File: config.mk
export PLATFORM = sky130hd
export DESIGN_NAME = cdr_regs
export DESIGN_NICKNAME = d
export VERILOG_FILES = /design/src/rtl/cdr_pkg.sv /design/src/rtl/cdr_sync.sv /design/src/rtl/cdr_fault_flags.sv /design/src/rtl/cdr_regs.sv
export SDC_FILE = /design/constraint.sdc
export NUM_CORES = 1
export LEC_CHECK = 0
export BUFFER_PORTS_ARGS = -buffer_cell sky130_fd_sc_hd__buf_2
export CAP_MARGIN = 20
export CELL_PAD_IN_SITES_DETAIL_PLACEMENT = 2
export CELL_PAD_IN_SITES_GLOBAL_PLACEMENT = 2
export CORE_MARGIN = 3
export CORE_UTILIZATION = 33
export CTS_CLUSTER_DIAMETER = 40
export DETAILED_ROUTE_END_ITERATION = 16
export PLACE_DENSITY_LB_ADDON = 0.1
export SYNTH_ARGS = -nofsm -noshare
export SYNTH_HDL_FRONTEND = slang
export SYNTH_SLANG_ARGS = --single-unit
File: constraint.sdc
create_clock -name sys_clk -period 3.5 [get_ports sys_clk]
set_input_delay 0.7 -clock sys_clk [delete_from_list [all_inputs] [get_ports sys_clk]]
set_output_delay 0.7 -clock sys_clk [all_outputs]
set_load 0.05 [all_outputs]
File: src/rtl/cdr_pkg.sv
// Shared constants and types for the coil driver register bank
package cdr_pkg;

    // Register addresses
    localparam logic [7:0] ADDR_CONTROL = 8'h02;
    localparam logic [7:0] ADDR_CUR_HIGH = 8'h03;
    localparam logic [7:0] ADDR_CUR_LOW = 8'h04;
    localparam logic [7:0] ADDR_FAULT = 8'h05;

    // Control register fields
    localparam int CTRL_SOFT_RESET_BIT = 0;
    localparam int CTRL_RING_EN_BIT = 1;

    // Coil current code layout
    localparam int CODE_W = 10;
    localparam int CUR_HIGH_W = 2;
    localparam int CUR_LOW_W = 8;

    // Fault flag positions
    localparam int FAULT_COUNT = 5;
    localparam int FLT_OVERCURRENT = 0;
    localparam int FLT_UNDERVOLT = 1;
    localparam int FLT_COIL_OPEN = 2;
    localparam int FLT_COIL_SHORT = 3;
    localparam int FLT_THERMAL = 4;

    // Reset values
    localparam logic RST_RING_EN = 1'b1;
    localparam logic [CUR_HIGH_W-1:0] RST_CUR_HIGH = 2'h0;
    localparam logic [CUR_LOW_W-1:0] RST_CUR_LOW = 8'h00;
    localparam logic [CODE_W-1:0] RST_CODE = 10'h000;
    localparam logic [FAULT_COUNT-1:0] RST_FLAGS = 5'h00;
    localparam logic [7:0] RST_READ = 8'h00;

    // Output current scale, microamps per code step
    localparam int CURRENT_W = 17;
    localparam logic [CURRENT_W-1:0] STEP_UA = 17'h00064;

    typedef enum logic {
        CDR_STANDBY,
        CDR_ACTIVE
    } cdr_mode_t;

endpackage

File: src/rtl/cdr_sync.sv
// Two-stage synchroniser for the asynchronous fault pins
`timescale 1ns/1ps
module cdr_sync #(
    parameter int WIDTH = 5
) (
    // Clock and reset
    input wire logic sys_clk,
    input wire logic rst,
    // Pins and synchronised levels
    input wire logic [WIDTH-1:0] asyncIn,
    output logic [WIDTH-1:0] syncOut
);
    typedef struct packed {
        logic [WIDTH-1:0] stage1;
        logic [WIDTH-1:0] stage2;
    } cdr_sync_state_t;

    cdr_sync_state_t s;
    cdr_sync_state_t next_s;

    // Stage one feeds only stage two
    always_comb begin
        next_s.stage1 = asyncIn;
        next_s.stage2 = s.stage1;
    end

    always_ff @(posedge sys_clk or posedge rst) begin
        if (rst) begin
            s <= '0;
        end else begin
            s <= next_s;
        end
    end

    assign syncOut = s.stage2;

endmodule // cdr_sync

File: src/rtl/cdr_fault_flags.sv
// Sticky fault flags with clear on activation
`timescale 1ns/1ps
module cdr_fault_flags (
    // Clock and reset
    input wire logic sys_clk,
    input wire logic rst,
    // Live fault levels and clear
    input wire logic [cdr_pkg::FAULT_COUNT-1:0] faultNow,
    input wire logic clearAll,
    // Held flags
    output logic [cdr_pkg::FAULT_COUNT-1:0] flags
);
    import cdr_pkg::*;

    typedef struct packed {
        logic [FAULT_COUNT-1:0] flags;
    } cdr_flags_state_t;

    cdr_flags_state_t s;
    cdr_flags_state_t next_s;

    // A fault present in the clearing cycle still lands
    always_comb begin
        next_s = s;
        if (clearAll) begin
            next_s.flags = RST_FLAGS;
        end
        next_s.flags = next_s.flags | faultNow;
    end

    always_ff @(posedge sys_clk or posedge rst) begin
        if (rst) begin
            s.flags <= RST_FLAGS;
        end else begin
            s <= next_s;
        end
    end

    assign flags = s.flags;
endmodule // cdr_fault_flags

File: src/rtl/cdr_regs.sv
// Control and status register bank of the coil current driver
`timescale 1ns/1ps
module cdr_regs (
    // Clock and reset
    input wire logic sys_clk,
    input wire logic rst,
    // Register access from the serial engine
    input wire logic [7:0] regAddr,
    input wire logic regWrite,
    input wire logic [7:0] regWrData,
    input wire logic regRead,
    output logic [7:0] regRdData,
    // Fault pins from the analog side
    input wire logic [cdr_pkg::FAULT_COUNT-1:0] faultPin,
    // Driver controls
    output logic [cdr_pkg::CODE_W-1:0] driveCode,
    output logic [cdr_pkg::CURRENT_W-1:0] driveCurrentUa,
    output logic driveEnable,
    output logic ringEnable
);
    import cdr_pkg::*;

    typedef struct packed {
        cdr_mode_t mode;
        logic ringEn;
        logic [CUR_HIGH_W-1:0] curHigh;
        logic [CUR_LOW_W-1:0] curLow;
        logic [CODE_W-1:0] applied;
        logic [CURRENT_W-1:0] currentUa;
        logic driveOn;
        logic [7:0] rdData;
    } cdr_regs_state_t;

    cdr_regs_state_t s;
    cdr_regs_state_t next_s;

    logic [FAULT_COUNT-1:0] faultNow;
    logic [FAULT_COUNT-1:0] faultFlags;
    logic clearFlags;
    logic wrControl;
    logic wrHigh;
    logic wrLow;
    logic softReset;
    logic tripFault;
    logic thermalNow;

    // Fault pins are asynchronous to sys_clk
    cdr_sync #(
        .WIDTH(FAULT_COUNT)
    ) faultSync (
        .sys_clk(sys_clk),
        .rst(rst),
        .asyncIn(faultPin),
        .syncOut(faultNow)
    );

    cdr_fault_flags faultHold (
        .sys_clk(sys_clk),
        .rst(rst),
        .faultNow(faultNow),
        .clearAll(clearFlags),
        .flags(faultFlags)
    );

    // Address decode; writes to the fault register fall through
    always_comb begin
        wrControl = regWrite && (regAddr == ADDR_CONTROL);
        wrHigh = regWrite && (regAddr == ADDR_CUR_HIGH);
        wrLow = regWrite && (regAddr == ADDR_CUR_LOW);
        softReset = wrControl && regWrData[CTRL_SOFT_RESET_BIT];
        thermalNow = faultNow[FLT_THERMAL];
        tripFault = faultNow[FLT_THERMAL] || faultNow[FLT_COIL_SHORT]
            || faultNow[FLT_COIL_OPEN];
    end

    always_comb begin
        next_s = s;
        clearFlags = 1'b0;

        // Only bit D1 of control is storable
        if (wrControl) begin
            next_s.ringEn = regWrData[CTRL_RING_EN_BIT];
        end

        // High byte is staged, not applied
        if (wrHigh) begin
            next_s.curHigh = regWrData[CUR_HIGH_W-1:0];
        end

        // Low byte commits the whole code, or zero while a thermal fault is present
        if (wrLow) begin
            next_s.curLow = regWrData;
            if (thermalNow) begin
                next_s.applied = RST_CODE;
            end else begin
                next_s.applied = {s.curHigh, regWrData};
            end
        end

        // In active mode, hard faults win over a write in the same cycle
        if ((s.mode == CDR_ACTIVE) && tripFault) begin
            next_s.applied = RST_CODE;
            next_s.curHigh = RST_CUR_HIGH;
            next_s.curLow = RST_CUR_LOW;
        end

        // Soft reset bit is never stored, so it reads back zero
        if (softReset) begin
            next_s.ringEn = RST_RING_EN;
            next_s.curHigh = RST_CUR_HIGH;
            next_s.curLow = RST_CUR_LOW;
            next_s.applied = RST_CODE;
            clearFlags = 1'b1;
        end

        // Mode follows the applied code
        if (next_s.applied != RST_CODE) begin
            next_s.mode = CDR_ACTIVE;
        end else begin
            next_s.mode = CDR_STANDBY;
        end

        if ((s.mode == CDR_STANDBY) && (next_s.mode == CDR_ACTIVE)) begin
            clearFlags = 1'b1;
        end

        next_s.driveOn = (next_s.mode == CDR_ACTIVE);
        next_s.currentUa = CURRENT_W'(next_s.applied) * STEP_UA;

        // Read data is captured one cycle after the request
        if (regRead) begin
            unique case (regAddr)
                ADDR_CONTROL: begin
                    next_s.rdData = {6'h00, s.ringEn, 1'b0};
                end
                ADDR_CUR_HIGH: begin
                    next_s.rdData = {6'h00, s.curHigh};
                end
                ADDR_CUR_LOW: begin
                    next_s.rdData = s.curLow;
                end
                ADDR_FAULT: begin
                    next_s.rdData = {3'h0, faultFlags};
                end
                default: begin
                    next_s.rdData = RST_READ;
                end
            endcase
        end
    end

    always_ff @(posedge sys_clk or posedge rst) begin
        if (rst) begin
            s.mode <= CDR_STANDBY;
            s.ringEn <= RST_RING_EN;
            s.curHigh <= RST_CUR_HIGH;
            s.curLow <= RST_CUR_LOW;
            s.applied <= RST_CODE;
            s.currentUa <= '0;
            s.driveOn <= 1'b0;
            s.rdData <= RST_READ;
        end else begin
            s <= next_s;
        end
    end

    // Every output is a flop of the state
    assign regRdData = s.rdData;
    assign driveCode = s.applied;
    assign driveCurrentUa = s.currentUa;
    assign driveEnable = s.driveOn;
    assign ringEnable = s.ringEn;
endmodule // cdr_regs

==> summary.md <==
| Metric | Value |
|---|---|
| Async S/R FF share, synth | `1.00` |
| DRC Markers | `0` |
| CP arrival | `4.26 ns` |
| DR pass1 iterations | `4` |
| WL final | `9.55 mm` |
| Die area | `11700 um2` |
| Io pins | `62` |
| Synth top area share | `0.408` |
| Final #Nets | `470` |
| Final cell count without fillers | `538` |
| R2R cell count | `16` |
| Maxcap violations | `0` |
| Comb power frac | `0.185` |
| Clk root buf | `clkbuf_8` |
| Final instance area | `4770 um2` |
| Netlist Area Pre-Place | `3440 um2` |
| Area contributors post-synth | `dfrtp_1 41%, ha_1 15%, buf_4 7.6%` |
| Gpl congestion | `0.730` |
| Core Area | `9950 um2` |
| Seq pwr share | `0.407` |
| DR WL/cell | `17.7 um` |
| Max Slew Vio Count | `0` |
| Pin count of the biggest net entering global routing | `40` |
| First-pass GRT wire length | `15.4 mm` |
| Sw Pwr | `0.000518 W` |
| GR Overflow Total | `0` |
| Synth cell types | `48` |
| Lkg Pwr | `2.39 nW` |
| Area Overhead vs Synth | `38.7%` |
| PortBufs | `59` |
| Yosys reg bits | `57` |
| Worst r2r dst | `driveCurrentUa[15]` |
| Die X | `108 um` |
| Worst r2r src | `faultSync.syncOut[4]` |
| CP Class | `primary input to register` |
| Crit path max fanout | `7` |
| Largest area contributor in the netlist | `dfrtp_1` |
| Hold Slack | `0.341 ns` |
| VDD IR max | `222 uV` |
| Vias per std cell | `4.74` |
| H-Tree Depth | `3` |
| Max-slew headroom | `0.575` |
| Initial antenna violation count | `0` |
| Fill count | `1002` |
| Final period util | `1.15` |
| Sink Count | `57` |
| Starting DRT DRC Count | `40` |
| Worst Clk Skew | `0.00701 ns` |
| Cell total after placement | `510` |
| Startpoint Class | `primary input` |
| Gr usage total | `0.173` |
| FF-to-FF setup slack | `-0.13 ns` |
| TritonCTS buffer count | `9` |
| Final Hold Fails | `0` |
| Fmax | `248 MHz` |
| Vias in the first global route | `2868` |
| Prevailing post-synth register cell | `dfrtp_1` |
| N_diodes | `0` |
| Routed Antenna Nets | `0` |
| Die Ht | `108 um` |
| Dpl ws | `-1.16 ns` |
| Sw frac | `0.296` |
| Tmin final | `4.03 ns` |
| Share of cells above drive strength 1 | `0.506` |
| Failing checks | `negative setup slack` |
| Setup violators final | `9` |
| Clk Latency, worst-skew pair | `0.35 ns` |
| Final core occ | `0.479` |
| Internal Power | `0.00123 W` |
| Longest Clk Path Bufs | `2` |
| Seq/Total Area, Yosys | `0.416` |
| Outcome | `finished, violations left` |
| Post-synth EDFFs | `0` |
| Average size of a mapped cell | `11.2 um2` |
| CTS tree | `built` |
| Worst slew pin tran | `0.628 ns` |
| Clock-pin transition on the worst setup and hold timing paths | `0.08 ns` |
| Clock power frac | `0.408` |
| RSZ-0062 raised after global routing | `true` |
| Crit. End Element | `register` |
| Post-DP HPWL | `6.97 mm` |
| Req. time, crit path | `3.73 ns` |
| Hold crit path type | `primary input to async pin` |
| Power Density | `368 nW/um2` |
| Post-synthesis cell count | `308` |
| Synth Warn # | `0` |
| Rows | `36` |
| Initial core utilization | `0.345` |
| Post-Place Cell Area | `4080 um2` |
| Via count | `2548` |
| Setup ws final | `-0.533 ns` |
| Post-CTS Hold Buffers | `0` |
==> registers in the layout (all words and copies together), names as in the netlist <==
name / flops
ringEnable: 1
s: 10
faultHold.flags: 5
driveCurrentUa: 12
driveEnable: 1
driveCode: 10
regRdData: 8
faultSync.syncOut: 5
faultSync.next_s: 5
==> power by group through the flow <==
stage	registers, W	logic, W	clock network [W]
floorplan	0.000731	0.000184	0
global placement	0.000725	0.000275	0
detailed placement	0.000727	0.000285	0
CTS	0.000714	0.000315	0.000743
global route	0.000719	0.000355	0.000771
finish	0.000714	0.000324	0.000715
==> cells by family after synthesis <==
family,Yosys count,share of synthesized area
adder cells (fa/ha/maj),45,0.175
flip-flops,57,0.416
AO/OA/AOI/OAI,36,0.0768
XOR/XNOR,10,0.0255
multiplexers,24,0.0706
other,1,0.00109
buffers and inverters,57,0.110
AND/OR/NAND/NOR,78,0.125
==> stage by stage <==
step / power [W] / TNS [ns]
CTS: 0.00177 / -3.49
global route: 0.00184 / -4.96
detailed placement: 0.00101 / -9.78
finish: 0.00175 / -3.74
floorplan: 0.000915 / -5.66
global placement: 0.00100 / -8.69
==> timing repair <==
item                                    in CTS  in global routing
buffers inserted                            10                  3
hold endpoints to repair                     0                  0
cloned                                       0                  0
gates resized for setup                     39                 27
endpoints found under the setup margin       9                  9
pin swaps                                   25                 10
==> worst max path at each step <==
stage | startpoint | end | slack, ns | depth (start not counted)
after floorplan | regAddr[4] | driveCurrentUa[15] | -0.77 | 16
after global placement | regAddr[4] | driveCurrentUa[16] | -1.06 | 15
after detailed placement | regAddr[4] | driveCurrentUa[14] | -1.16 | 15
after CTS | regAddr[7] | driveCurrentUa[14] | -0.57 | 15
after global routing | regAddr[7] | driveCurrentUa[15] | -0.69 | 17
final | regAddr[7] | driveCurrentUa[16] | -0.53 | 15
==> routing by layer <==
layer	up-vias	wire [um]	GRT usage
met4	0	91	0.0433
li1	1208	-	-
met1	1284	4480	0.234
met3	7	310	0.0412
met2	49	4660	0.279
met5	-	0	0
==> synthesized netlist by cell type (2+ instances only) <==
master      n
nand3_1     8
dfrtp_1    56
buf_6       2
nand2_1     4
mux2_2      2
or2_2       8
nor2_1     30
o41ai_1     2
a2bb2oi_1   2
clkbuf_1    2
buf_4      35
o31ai_1     2
a21o_1      5
mux2i_1    22
nand2b_1    2
ha_1       40
a21oi_1     5
a22o_1      4
buf_2       2
xor2_1      2
o21ai_0     4
o221ai_1    2
and2b_1     2
inv_1      15
xnor2_1     8
o2bb2ai_1   5
fa_1        5
or2_1       2
nor2b_1    11
==> cell usage in the layout (no fill, tap or decap), drive strengths merged, types with 3 or more instances in the layout <==
| master | instances |
|---|---|
| buf | 122 |
| dfrtp | 56 |
| ha | 40 |
| nor2 | 30 |
| mux2i | 22 |
| inv | 16 |
| nor2b | 11 |
| or2 | 10 |
| clkbuf | 9 |
| xnor2 | 8 |
| nand3 | 8 |
| o2bb2ai | 5 |
| a21o | 5 |
| fa | 5 |
| a21oi | 5 |
| o21ai | 5 |
| a22o | 4 |
| nand2 | 4 |
| clkinv | 3 |
==> worst max-delay path, stage by stage <==
cell and delay, ns:
buf_6 0.09, or4_4 0.56, nor4b_4 0.24, buf_6 0.20
buf_8 0.14, mux2i_4 0.23, nor2_2 0.06, ha_1 0.29
ha_1 0.31, fa_1 0.48, ha_4 0.36, nand3_4 0.08
o221ai_4 0.24, o221ai_2 0.14, xnor2_1 0.14
==> cell type report <==
| cell class | count | area [um2] | area share |
|---|---|---|---|
| Clock inverter | 7 | 103 | 0.0215 |
| Timing Repair Buffer | 122 | 823 | 0.173 |
| Tap cell | 133 | 166 | 0.0349 |
| Clock buffer | 9 | 124 | 0.0260 |
| Inverter | 15 | 58.8 | 0.0123 |
| Sequential cell | 57 | 1430 | 0.299 |
| Multi-Input combinational cell | 195 | 2060 | 0.433 |
Note: power is estimated with default switching activity, not from simulation.
